`src/ricr_defs.svh`:
```
// Register indices, field positions, reset values and timing for the record input block
`ifndef RICR_DEFS_SVH
`define RICR_DEFS_SVH

`define RICR_IDX_W          7
`define RICR_DATA_W         8
`define RICR_IDX_PAGE       7'h00
`define RICR_IDX_RSVD45     7'h2d
`define RICR_IDX_BIAS       7'h2e
`define RICR_IDX_GAIN       7'h2f
`define RICR_IDX_POS        7'h30
`define RICR_IDX_NEG        7'h31
`define RICR_IDX_TIE        7'h32
`define RICR_PAGE_THIS      8'h01

`define RICR_RST_PAGE       8'h00
`define RICR_RST_RSVD45     8'h00
`define RICR_RST_BIAS       8'h00
`define RICR_RST_GAIN       8'h80
`define RICR_RST_POS        8'h00
`define RICR_RST_NEG        8'h00
`define RICR_RST_TIE        8'h00
`define RICR_ZERO8          8'h00

`define RICR_BIAS_PWDN_BIT  7
`define RICR_BIAS_FORCE_BIT 3
`define RICR_BIAS_LVL_HI    1
`define RICR_BIAS_LVL_LO    0
`define RICR_GAIN_FORCE_BIT 7
`define RICR_GAIN_CODE_HI   6
`define RICR_GAIN_CODE_LO   0
`define RICR_POS_VOICE_HI   7
`define RICR_POS_VOICE_LO   6
`define RICR_POS_SPA_HI     5
`define RICR_POS_SPA_LO     4
`define RICR_POS_SPB_HI     3
`define RICR_POS_SPB_LO     2
`define RICR_NEG_CM_HI      7
`define RICR_NEG_CM_LO      6
`define RICR_NEG_SPB_HI     5
`define RICR_NEG_SPB_LO     4
`define RICR_TIE_VOICE_BIT  7
`define RICR_TIE_SPA_BIT    6
`define RICR_TIE_SPB_BIT    5
`define RICR_TIE_FLAG_BIT   0
`define RICR_TIE_WR_HI      7
`define RICR_TIE_WR_LO      1

`define RICR_GAIN_ZERO      7'h00
`define RICR_CLK_PERIOD_PS  4000
`define RICR_PS_PER_NS      1000
`define RICR_SETTLE_NS      1000

`endif

```
`src/ricr_pkg.sv`:
```
// Types shared by the record input configuration block
package ricr_pkg;
   typedef enum logic [1:0] {
      RICR_BIAS_OFF,
      RICR_BIAS_2V0,
      RICR_BIAS_2V5,
      RICR_BIAS_RAIL
   } ricr_bias_t;

   typedef enum logic [1:0] {
      RICR_RES_OPEN,
      RICR_RES_10K,
      RICR_RES_20K,
      RICR_RES_40K
   } ricr_res_t;

   typedef enum {
      RICR_ST_IDLE,
      RICR_ST_WAIT
   } ricr_settle_t;
endpackage

```
`src/ricr_regs.sv`:
```
// Paged control and status registers for the record path analog front end
//
// Functional notes
// - Bias bit 7 enables software power-down.
// - Bias bit 3 forces bias despite headset.
// - Bias level: off, 2 V, 2.5 V, rail.
// - Gain bit 7 forces amplifier to 0 dB.
// - Gain code in half-dB steps to 59.5; codes above 119 pass through unclamped, up to 63.5.
// - Positive bits 7:6 route voice input.
// - Positive bits 5:4 route spare input a.
// - Positive bits 3:2 route spare input b.
// - Negative bits 7:6 route common-mode reference.
// - Negative bits 5:4 route spare input b.
// - Tie bit 7 ties idle voice input.
// - Tie bit 6 ties idle spare input a.
// - Tie bit 5 ties idle spare input b.
// - Tie bit 0 reads gains applied.
// - Index 0 selects page; page 1 here.
`include "ricr_defs.svh"

module ricr_regs #(
   parameter int SETTLE_NS = `RICR_SETTLE_NS
) (
   input  wire logic                     ref_clk,
   input  wire logic                     arst_n,
   input  wire logic                     reg_wr_en,
   input  wire logic                     reg_rd_en,
   input  wire logic [`RICR_IDX_W-1:0]   reg_idx,
   input  wire logic [`RICR_DATA_W-1:0]  reg_wdata,
   output logic      [`RICR_DATA_W-1:0]  reg_rdata,
   output logic                          reg_rd_valid,
   input  wire logic                     headset_det_en,
   input  wire logic                     headset_inserted,
   input  wire logic                     bypass_uses_voice,
   input  wire logic                     bypass_uses_spare_a,
   output logic                          soft_pwdn_en,
   output logic                          voice_bias_on,
   output ricr_pkg::ricr_bias_t          voice_bias_level,
   output logic      [6:0]               gain_half_db,
   output ricr_pkg::ricr_res_t           voice_input_pin_res,
   output ricr_pkg::ricr_res_t           spare_input_a_res,
   output ricr_pkg::ricr_res_t           spare_input_b_pos_res,
   output ricr_pkg::ricr_res_t           common_mode_ref_res,
   output ricr_pkg::ricr_res_t           spare_input_b_neg_res,
   output logic                          voice_input_pin_tie,
   output logic                          spare_input_a_tie,
   output logic                          spare_input_b_tie,
   output logic                          gain_applied
);
   // Least time, rounded up to whole cycles
   localparam int SETTLE_CYC =
      (SETTLE_NS * `RICR_PS_PER_NS + `RICR_CLK_PERIOD_PS - 1) / `RICR_CLK_PERIOD_PS;

   function automatic logic res_used(input logic [1:0] code);
      return code != 2'(ricr_pkg::RICR_RES_OPEN);
   endfunction

   // ---------------- register file ----------------
   logic [7:0] page;
   logic [7:0] rsvd45;
   logic [7:0] voice_bias_control;
   logic [7:0] input_gain_amp_ctrl;
   logic [7:0] pos_input_routing;
   logic [7:0] neg_input_routing;
   logic [7:0] unused_input_tie;
   logic [7:0] next_page;
   logic [7:0] next_rsvd45;
   logic [7:0] next_bias;
   logic [7:0] next_gain;
   logic [7:0] next_pos;
   logic [7:0] next_neg;
   logic [7:0] next_tie;
   logic       on_page;
   logic       analog_wr;

   assign on_page = page == `RICR_PAGE_THIS;

   always_comb begin
      next_page   = page;
      next_rsvd45 = rsvd45;
      next_bias   = voice_bias_control;
      next_gain   = input_gain_amp_ctrl;
      next_pos    = pos_input_routing;
      next_neg    = neg_input_routing;
      next_tie    = unused_input_tie;
      analog_wr   = 1'b0;
      if (reg_wr_en) begin
         if (reg_idx == `RICR_IDX_PAGE) begin
            next_page = reg_wdata;
         end else if (on_page) begin
            unique case (reg_idx)
               `RICR_IDX_RSVD45: next_rsvd45 = reg_wdata;
               `RICR_IDX_BIAS:   next_bias   = reg_wdata;
               `RICR_IDX_GAIN: begin
                  next_gain = reg_wdata;
                  analog_wr = 1'b1;
               end
               `RICR_IDX_POS: begin
                  next_pos  = reg_wdata;
                  analog_wr = 1'b1;
               end
               `RICR_IDX_NEG: begin
                  next_neg  = reg_wdata;
                  analog_wr = 1'b1;
               end
               // Flag bit is status only, never stored
               `RICR_IDX_TIE: begin
                  next_tie[`RICR_TIE_WR_HI:`RICR_TIE_WR_LO] = reg_wdata[`RICR_TIE_WR_HI:`RICR_TIE_WR_LO];
               end
               default: begin
               end
            endcase
         end
      end
   end

   always_ff @(posedge ref_clk or negedge arst_n) begin
      if (!arst_n) begin
         page                <= `RICR_RST_PAGE;
         rsvd45              <= `RICR_RST_RSVD45;
         voice_bias_control  <= `RICR_RST_BIAS;
         input_gain_amp_ctrl <= `RICR_RST_GAIN;
         pos_input_routing   <= `RICR_RST_POS;
         neg_input_routing   <= `RICR_RST_NEG;
         unused_input_tie    <= `RICR_RST_TIE;
      end else begin
         page                <= next_page;
         rsvd45              <= next_rsvd45;
         voice_bias_control  <= next_bias;
         input_gain_amp_ctrl <= next_gain;
         pos_input_routing   <= next_pos;
         neg_input_routing   <= next_neg;
         unused_input_tie    <= next_tie;
      end
   end

   // ---------------- gain-applied status ----------------
   // gain and routing writes restart settling; bias, tie and page writes do not
   ricr_settle #(
      .SETTLE_CYC (SETTLE_CYC)
   ) u_settle (
      .ref_clk (ref_clk),
      .arst_n  (arst_n),
      .restart (analog_wr),
      .settled (gain_applied)
   );

   // ---------------- read port ----------------
   logic [7:0] next_rdata;
   logic       next_rd_valid;

   always_comb begin
      next_rdata    = `RICR_ZERO8;
      next_rd_valid = reg_rd_en;
      if (reg_rd_en) begin
         if (reg_idx == `RICR_IDX_PAGE) begin
            next_rdata = page;
         end else if (on_page) begin
            unique case (reg_idx)
               `RICR_IDX_RSVD45: next_rdata = rsvd45;
               `RICR_IDX_BIAS:   next_rdata = voice_bias_control;
               `RICR_IDX_GAIN:   next_rdata = input_gain_amp_ctrl;
               `RICR_IDX_POS:    next_rdata = pos_input_routing;
               `RICR_IDX_NEG:    next_rdata = neg_input_routing;
               // live applied flag in bit 0
               `RICR_IDX_TIE: begin
                  next_rdata                    = unused_input_tie;
                  next_rdata[`RICR_TIE_FLAG_BIT] = gain_applied;
               end
               default:          next_rdata = `RICR_ZERO8;
            endcase
         end
      end
   end

   always_ff @(posedge ref_clk or negedge arst_n) begin
      if (!arst_n) begin
         reg_rdata    <= `RICR_ZERO8;
         reg_rd_valid <= 1'b0;
      end else begin
         reg_rdata    <= next_rdata;
         reg_rd_valid <= next_rd_valid;
      end
   end

   // ---------------- headset pin synchroniser ----------------
   // Third stage filters one-cycle glitches on the detector pin
   logic hs_s1;
   logic hs_s2;
   logic hs_s3;
   logic hs_stable;
   logic next_hs_stable;

   always_comb begin
      next_hs_stable = hs_stable;
      if (hs_s2 == hs_s3) begin
         next_hs_stable = hs_s3;
      end
   end

   always_ff @(posedge ref_clk or negedge arst_n) begin
      if (!arst_n) begin
         hs_s1     <= 1'b0;
         hs_s2     <= 1'b0;
         hs_s3     <= 1'b0;
         hs_stable <= 1'b0;
      end else begin
         hs_s1     <= headset_inserted;
         hs_s2     <= hs_s1;
         hs_s3     <= hs_s2;
         hs_stable <= next_hs_stable;
      end
   end

   // ---------------- analog control outputs ----------------
   logic                 next_pwdn;
   logic                 next_bias_on;
   ricr_pkg::ricr_bias_t next_bias_lvl;
   logic [6:0]           next_gain_hdb;
   logic                 next_voice_tie;
   logic                 next_spa_tie;
   logic                 next_spb_tie;
   logic                 bias_blocked;

   always_comb begin
      next_pwdn = voice_bias_control[`RICR_BIAS_PWDN_BIT];
      bias_blocked = headset_det_en && !hs_stable && !voice_bias_control[`RICR_BIAS_FORCE_BIT];
      next_bias_lvl = ricr_pkg::ricr_bias_t'(voice_bias_control[`RICR_BIAS_LVL_HI:`RICR_BIAS_LVL_LO]);
      if (bias_blocked) begin
         next_bias_lvl = ricr_pkg::RICR_BIAS_OFF;
      end
      next_bias_on = next_bias_lvl != ricr_pkg::RICR_BIAS_OFF;
      next_gain_hdb = input_gain_amp_ctrl[`RICR_GAIN_FORCE_BIT] ? `RICR_GAIN_ZERO
                      : input_gain_amp_ctrl[`RICR_GAIN_CODE_HI:`RICR_GAIN_CODE_LO];
      next_voice_tie = unused_input_tie[`RICR_TIE_VOICE_BIT] && !bypass_uses_voice
                       && !res_used(pos_input_routing[`RICR_POS_VOICE_HI:`RICR_POS_VOICE_LO]);
      next_spa_tie = unused_input_tie[`RICR_TIE_SPA_BIT] && !bypass_uses_spare_a
                     && !res_used(pos_input_routing[`RICR_POS_SPA_HI:`RICR_POS_SPA_LO]);
      next_spb_tie = unused_input_tie[`RICR_TIE_SPB_BIT]
                     && !res_used(pos_input_routing[`RICR_POS_SPB_HI:`RICR_POS_SPB_LO])
                     && !res_used(neg_input_routing[`RICR_NEG_SPB_HI:`RICR_NEG_SPB_LO]);
   end

   always_ff @(posedge ref_clk or negedge arst_n) begin
      if (!arst_n) begin
         soft_pwdn_en        <= 1'b0;
         voice_bias_on       <= 1'b0;
         voice_bias_level    <= ricr_pkg::RICR_BIAS_OFF;
         gain_half_db        <= `RICR_GAIN_ZERO;
         voice_input_pin_tie <= 1'b0;
         spare_input_a_tie   <= 1'b0;
         spare_input_b_tie   <= 1'b0;
      end else begin
         soft_pwdn_en        <= next_pwdn;
         voice_bias_on       <= next_bias_on;
         voice_bias_level    <= next_bias_lvl;
         gain_half_db        <= next_gain_hdb;
         voice_input_pin_tie <= next_voice_tie;
         spare_input_a_tie   <= next_spa_tie;
         spare_input_b_tie   <= next_spb_tie;
      end
   end

   assign voice_input_pin_res   = ricr_pkg::ricr_res_t'(pos_input_routing[`RICR_POS_VOICE_HI:`RICR_POS_VOICE_LO]);
   assign spare_input_a_res     = ricr_pkg::ricr_res_t'(pos_input_routing[`RICR_POS_SPA_HI:`RICR_POS_SPA_LO]);
   assign spare_input_b_pos_res = ricr_pkg::ricr_res_t'(pos_input_routing[`RICR_POS_SPB_HI:`RICR_POS_SPB_LO]);
   assign common_mode_ref_res   = ricr_pkg::ricr_res_t'(neg_input_routing[`RICR_NEG_CM_HI:`RICR_NEG_CM_LO]);
   assign spare_input_b_neg_res = ricr_pkg::ricr_res_t'(neg_input_routing[`RICR_NEG_SPB_HI:`RICR_NEG_SPB_LO]);
endmodule

```
`src/ricr_settle.sv`:
```
// Settling timer that reports when new analog gain settings have taken effect
`include "ricr_defs.svh"

module ricr_settle #(
   parameter int SETTLE_CYC = 250
) (
   input  wire logic ref_clk,
   input  wire logic arst_n,
   input  wire logic restart,
   output logic      settled
);
   localparam int CW = $clog2(SETTLE_CYC + 1);

   ricr_pkg::ricr_settle_t state;
   ricr_pkg::ricr_settle_t next_state;
   logic [CW-1:0]          cnt;
   logic [CW-1:0]          next_cnt;
   logic                   next_settled;

   always_comb begin
      next_state   = state;
      next_cnt     = cnt;
      next_settled = settled;
      // A new write restarts the wait even mid count
      if (restart) begin
         next_state   = ricr_pkg::RICR_ST_WAIT;
         next_cnt     = CW'(SETTLE_CYC - 1);
         next_settled = 1'b0;
      end else begin
         unique case (state)
            ricr_pkg::RICR_ST_IDLE: begin
               next_settled = 1'b1;
            end
            ricr_pkg::RICR_ST_WAIT: begin
               if (cnt == '0) begin
                  next_state   = ricr_pkg::RICR_ST_IDLE;
                  next_settled = 1'b1;
               end else begin
                  next_cnt = cnt - CW'(1);
               end
            end
         endcase
      end
   end

   always_ff @(posedge ref_clk or negedge arst_n) begin
      if (!arst_n) begin
         state   <= ricr_pkg::RICR_ST_WAIT;
         cnt     <= CW'(SETTLE_CYC - 1);
         settled <= 1'b0;
      end else begin
         state   <= next_state;
         cnt     <= next_cnt;
         settled <= next_settled;
      end
   end
endmodule

```
`config.mk`:
```
export PLATFORM = sky130hd
export DESIGN_NAME = ricr_regs
export DESIGN_NICKNAME = d
export VERILOG_FILES = /design/src/ricr_pkg.sv /design/src/ricr_regs.sv /design/src/ricr_settle.sv
export VERILOG_INCLUDE_DIRS = /design/src
export SDC_FILE = /design/constraint.sdc
export NUM_CORES = 1
export LEC_CHECK = 0
export CAP_MARGIN = 25
export CORE_MARGIN = 4
export CORE_UTILIZATION = 44
export CTS_CLUSTER_DIAMETER = 150
export DETAILED_ROUTE_END_ITERATION = 16
export DONT_BUFFER_PORTS = 1
export PLACE_DENSITY = 0.69
export SYNTH_ARGS = -nofsm -noshare
export SYNTH_HDL_FRONTEND = slang
export SYNTH_SLANG_ARGS = --single-unit
export TNS_END_PERCENT = 50
```
`constraint.sdc`:
```
create_clock -name ref_clk -period 2.7 [get_ports ref_clk]
set_input_delay 0.54 -clock ref_clk [delete_from_list [all_inputs] [get_ports ref_clk]]
set_output_delay 0.54 -clock ref_clk [all_outputs]
set_load 0.02 [all_outputs]
```
-- Word level (Yosys, flattened, before mapping)
Index checks and enable logic that the tools add are counted.
- bits in registers: 123
- bits in latches: 0
- RAM bits: 0
- bits in read-only memories: 0
- input port bits: 23
- output and inout port bits: 34
- logic and storage cells: 91
- memories: 0
- $add $sub $neg: 1
- multipliers: 0
- divide/modulo/power cells: 0
- magnitude comparators: 0
- equality and inequality tests: 11
- shift-type cells: 0
- muxes and demuxes: 19
- bitwise gates (word level): 1
- reductions and logical operators: 36
- operator list (kind ; count):
    $mux W32 ; 3
    $mux W8 ; 6
    $pmux W8 S6 ; 1
    $eq A7 B6 Y1 const B ; 6
    $eq A32 B1 Y1 const B ; 1
    $logic_not A32 Y1 ; 1
    $reduce_and A4 Y1 ; 6
    $reduce_bool A2 Y1 ; 7
    $eq A8 B1 Y1 const B ; 1
    $logic_and A1 B1 Y1 ; 8
    $logic_not A1 Y1 ; 8
    $logic_not A8 Y1 ; 1
    $sub A8 B1 Y8 const B ; 1
    $logic_not A7 Y1 ; 1
    $mux W7 ; 1
    $mux W1 ; 6
    $reduce_and A2 Y1 ; 3
    $ne A3 B2 Y1 const B ; 1
    $reduce_or A3 Y1 ; 1
    $mux W2 ; 1
    $ne A2 B2 Y1 const B ; 1
    $pmux W1 S2 ; 1
    $eq A1 B1 Y1 ; 1
    $not A1 Y1 ; 1

-- Longest topological paths before layout
- word-level depth: 8
- depth in mapped cells: 7
- depth with buffers taken out: 7

-- Modules after synthesis
A second synthesis with hierarchy kept.
- cell total of the unflattened synthesis: 312
- area, all modules: 4111.4 µm²
- modules (own cells, without submodules) (module ; instances ; cells each ; area each (µm²) ; sequential area each (µm²)):
    ricr_regs ; 1 ; 263 ; 3584.7 ; 2053.2
    ricr_settle ; 1 ; 49 ; 526.8 ; 259.0

-- Least setup slack after synthesis
Ideal clock, no wire load.
- path type: in2reg
- start point: input port reg_idx[4]
- end point: register neg_input_routing[0]
- library setup time: 0.125 ns
- arrival time: 2.015 ns
- data required time: 2.575 ns
- path slack: 0.560 ns
- stages on the path: 6
- path buffers: 2
- path through: buf_2 nand3b_2 or3_1 buf_6 nor3_4 mux2_2
- cells in the longest elaborated chain, start to end: 3
- elaborated cells between the ends (all ways): 4
- classes of those cells: 1 x eq/ne; 1 x bitwise; 2 x reduce/logical
- ends and longest elaborated chain (item ; line ; source):
    start, declared ; ricr_regs.sv:28 ; input wire logic [`RICR_IDX_W-1:0] reg_idx,
    $logic_not A7 Y1 (no source line) ; - ;
    $not A1 Y1 (no source line) ; - ;
    $reduce_and A4 Y1 (no source line) (*) ; - ;
    end signal, assigned ; ricr_regs.sv:124 ; neg_input_routing <= `RICR_RST_NEG;
    end signal, assigned ; ricr_regs.sv:132 ; neg_input_routing <= next_neg;
    end, declared ; ricr_regs.sv:64 ; logic [7:0] neg_input_routing;
Every way passes the cells marked *; elsewhere a longest branch is shown, timed or not.
A chain may end at the register's enable or synchronous reset.

-- Final worst setup path
- start point: register page[2]
- end point: register neg_input_routing[3]
- cells in the longest elaborated chain, start to end: 2
- ends and longest elaborated chain (item ; line ; source):
    start, declared ; ricr_regs.sv:59 ; logic [7:0] page;
    start signal, assigned ; ricr_regs.sv:119 ; page <= `RICR_RST_PAGE;
    start signal, assigned ; ricr_regs.sv:127 ; page <= next_page;
    $eq A8 B1 Y1 (no source line) ; - ;
    $reduce_and A4 Y1 (no source line) ; - ;
Every way passes these cells.

==> flow_results.org <==
** Hold path
- The tightest min-delay check is of the primary input to asynchronous set/reset pin type.

** Die
- The floorplan step set the die width to 105.4 µm.
- Placeable core region :: 9240 µm²
- The die covers 11110 µm².
- Initial standard-cell utilization of the core :: 0.4519
- 57 I/O pins were placed.
- The initialized floorplan defines 35 standard-cell rows.
- Measured along the y axis, the die boundary spans 105.4 µm.

** Outcome
- The flow ran to the end, and the final reports show no timing, DRC or antenna violations.

** Synth
- Synth area leader :: sky130_fd_sc_hd__dfrtp_1
- Yosys attributes the largest share of cell area to sky130_fd_sc_hd__dfrtp_1, sky130_fd_sc_hd__mux2_2, sky130_fd_sc_hd__dfstp_2, sky130_fd_sc_hd__nor3_4, sky130_fd_sc_hd__buf_4.
- Compound-gate portion of the synthesized area :: 0.07642
- Counting flops with an async set or reset pin after synthesis yields a share of 1.000.
- Counting every instance in the synthesized netlist gives 328.
- After synthesis the cells add up to 4175 µm².
- Most frequently used cell type in the post-synthesis netlist :: sky130_fd_sc_hd__dfrtp_1
- Synth top area share :: 0.5034
- By count the netlist is led by sky130_fd_sc_hd__dfrtp_1, sky130_fd_sc_hd__mux2_2, sky130_fd_sc_hd__a21oi_1, sky130_fd_sc_hd__nand2_1, sky130_fd_sc_hd__nor2b_1.
- After synthesis, the largest family of logic cells by area is multiplexers.
- Of the total synthesized cell area, the portion taken by AND, OR, NAND and NOR gates is 0.1522.
- Proportion of synthesized chip area in sequential cells :: 0.5538
- Number of library cell types mapped by synthesis :: 55
- Post-synth EDFFs :: 0
- The number of nets handed over by synthesis was 353.
- Among all flip-flop cells after synthesis, the most frequent one is sky130_fd_sc_hd__dfrtp_1.
- Xor/xnor cell area share of the yosys netlist :: 0.004195
- Counting flops and latches in the post-synthesis netlist gives 92.
- Mean post-synth cell area :: 12.73 µm²
- Yosys printed 0 warnings.
- Post-synthesis mux area share :: 0.1684
- Area share of fa/ha/maj cells after synthesis :: 0.008391

** Pwr
- Of the total power, the share spent switching nets is 0.2182.
- Internal power :: 2071 µW
- Cell leakage power :: 0.002080 µW
- Combinational power share :: 0.051
- In this run the power density over the cells is 589.9 nW/µm².
- Net switching component of the power :: 578.1 µW
- The share of total power dissipated in the clock network is 0.400.
- IR drop worst, VDD :: 0.2539 mV
- Total power for the finished layout comes to 2649 µW.
- Of the total power, registers draw 0.550.

** Run
- Max Cap Viol :: 0

** Setup path
- Largest fanout on the critical path :: 8
- Startpoint type of the worst setup path :: flop
- Data arrival at the endpoint of the critical path :: 2620 ps
- Worst Path Class, Setup :: flop to flop
- Data on the critical path is required at its endpoint by 2940 ps.
- The critical path starts at page[2].
- Worst reg-to-reg path cell count :: 4
- Type of destination of the critical path :: flop
- The worst register-to-register path begins at page[2].

** Timing
- Of the available clock period, the critical path in the final layout requires 0.8806.
- The smallest clock period supported by the final layout is computed as 2378 ps.
- Final-report hold violation count :: 0
- The number of pins exceeding their max-slew limit in the final report was 0.
- Slew of the pin with the lowest slew margin :: 603.0 ps
- Timing would allow up to 0.4206 GHz.
- Worst slew margin relative to its limit :: 0.5972
- Setup violations remaining at the end of the flow were counted as 0.
- Setup repair after global routing missed its margin :: no
- For the final database, setup skew stands at 12.90 ps.
- After routing, the total negative slack on setup checks comes to 0 ps.

** Route
- Detailed-router iteration count before antenna repair :: 4
- Post-detailed-route DRC marker count :: 0
- In this run, the number of DRC markers left after iteration 0 of detailed routing was 112.
- Dividing the detail-routed via count by the number of cells gives 5.541.
- The routed layout has 2538 vias.
- Dividing the detail-routed wire length by the instance count gives 19.50 µm.
- The final layout contains routed wiring with a total length of 8932 µm.
- Number of nets still failing antenna checks after routing :: 0

** Global route
- Overall Global Routing Usage :: 0.1750
- Via count of the first global-routing pass :: 2720
- Number of antenna violations at the first check in global routing :: 0
- Pin count of the biggest net entering global routing :: 85
- GRT overflow :: 0
- The first global-routing pass estimated 15130 µm of wire.

** Final layout
- Count of inserted antenna diode cells :: 0
- Of the cells placed in the final design, the portion with a size suffix greater than 1 is 0.3040.
- Relative to the synthesized area, the layout overhead comes to 7.552%.
- The net count of the finished layout is 349.
- At the end of the flow the core is filled with cells to 0.4860.

** CTS
- Number of clock buffers inserted by TritonCTS :: 9
- Number of gates given a new drive strength after cts :: 0
- Counting every sink on the clock net gives 92.
- The number of setup buffers added after CTS is 0.
- The longest clock path from root to sink contains 2 buffers.
- Total of hold buffers inserted after clock tree synthesis :: 2
- TritonCTS built the clock tree.
- Clock slew at reported path FFs :: 80 ps
- Cell at the root of the clock tree :: sky130_fd_sc_hd__clkbuf_8
- CTS H-Tree Depth :: 3
- Later-pin clock latency in the skew report :: 360 ps

** Place
- Placer's final routability congestion estimate :: 0.8150
- Detailed placer's ending HPWL :: 6357 µm
- In this run the tool buffered the top-level ports with 0 buffer cells.
## through the flow
stage	hold WS (ps)	worst slack [ps]	instance area [µm²]	cells
floorplan	244.4	560.2	4175	328
global placement	249.7	334.9	4218	440
detailed placement	250.4	296.2	4218	440
CTS	82.86	298.1	4491	458
global route	93.42	158.8	4491	458
finish	76.92	322.3	4491	458
## state kept, by name (all words and copies together) (netlist names), 8 cells and up
| register | cells |
|---|---|
| rsvd45 | 8 |
| u_settle.cnt | 8 |
| reg_rdata | 8 |
| neg_input_routing | 8 |
| page | 8 |
| voice_bias_control | 8 |
| pos_input_routing | 8 |
| input_gain_amp_ctrl | 8 |
## power by group through the flow
stage                     Sequential [µW]  Combinational (µW)  Clock, µW
final                                1460                 134       1060
after global routing                 1470                 154       1150
after CTS                            1460                 137       1090
after detailed placement             1480                 103          0
after global placement               1480                99.6          0
after floorplan                      1470                 100          0
## logic make-up (layout without fill, tap and decap cells)
logic type	Yosys count	after routing
compound gates	48	48
flops	92	92
xor+xnor	2	2
mux	63	63
buf+inv	24	25
fa+ha+maj	3	3
simple gates	96	96
## critical path, stage by stage (launching register included)
cell and delay, ps:
sky130_fd_sc_hd__dfrtp_1 430, sky130_fd_sc_hd__nor4b_1 540, sky130_fd_sc_hd__nand3_2 380, sky130_fd_sc_hd__nor3_4 520
sky130_fd_sc_hd__mux2_2 400
## path summary, 6_finish.rpt
path                            slack [ps]                endpoint
worst max-delay path                   320    neg_input_routing[3]
worst min-delay path                    80            reg_rdata[0]
worst max register to register         320    neg_input_routing[3]
worst min register to register         360                   hs_s2
max in group asynchronous             1810  input_gain_amp_ctrl[7]
min in group ref_clk                   200                   hs_s1
## cell usage in the layout (no fill, tap or decap), types with 3 or more instances in the layout
| master | n |
|---|---|
| sky130_fd_sc_hd__mux2i_1 | 5 |
| sky130_fd_sc_hd__and3_1 | 6 |
| sky130_fd_sc_hd__a31oi_1 | 6 |
| sky130_fd_sc_hd__nand3_1 | 3 |
| sky130_fd_sc_hd__clkbuf_8 | 12 |
| sky130_fd_sc_hd__nor3_1 | 9 |
| sky130_fd_sc_hd__and2_1 | 6 |
| sky130_fd_sc_hd__nor2_1 | 10 |
| sky130_fd_sc_hd__a22oi_1 | 4 |
| sky130_fd_sc_hd__dfrtp_1 | 84 |
| sky130_fd_sc_hd__or2_2 | 4 |
| sky130_fd_sc_hd__a21oi_1 | 14 |
| sky130_fd_sc_hd__nor3_4 | 5 |
| sky130_fd_sc_hd__o21ai_0 | 5 |
| sky130_fd_sc_hd__a32oi_1 | 4 |
| sky130_fd_sc_hd__mux2_1 | 3 |
| sky130_fd_sc_hd__nand2_1 | 14 |
| sky130_fd_sc_hd__nor2b_1 | 12 |
| sky130_fd_sc_hd__mux2_2 | 55 |
| sky130_fd_sc_hd__inv_1 | 5 |
| sky130_fd_sc_hd__nor3b_1 | 3 |
| sky130_fd_sc_hd__dfstp_2 | 8 |
| sky130_fd_sc_hd__nor4b_1 | 4 |
## metal layers
layer  global-route usage  vias to the layer above  wire length (µm)
li1                     -                     1168                 -
met1               0.2416                     1302              4110
met4              0.04780                        0               126
met2               0.2696                       59              4253
met3              0.05083                        9               441
met5                    0                        -                 0
## cell type report
class | count | area, µm²
inverter | 5 | 18.77
multi-input combinational | 212 | 1710
tap | 129 | 161.4
timing repair buffer | 4 | 52.55
fill | 817 | 4750
sequential | 92 | 2312
clock buffer | 12 | 165.2
clock inverter | 4 | 70.07
No activity file was read; power rests on OpenSTA's default activity.
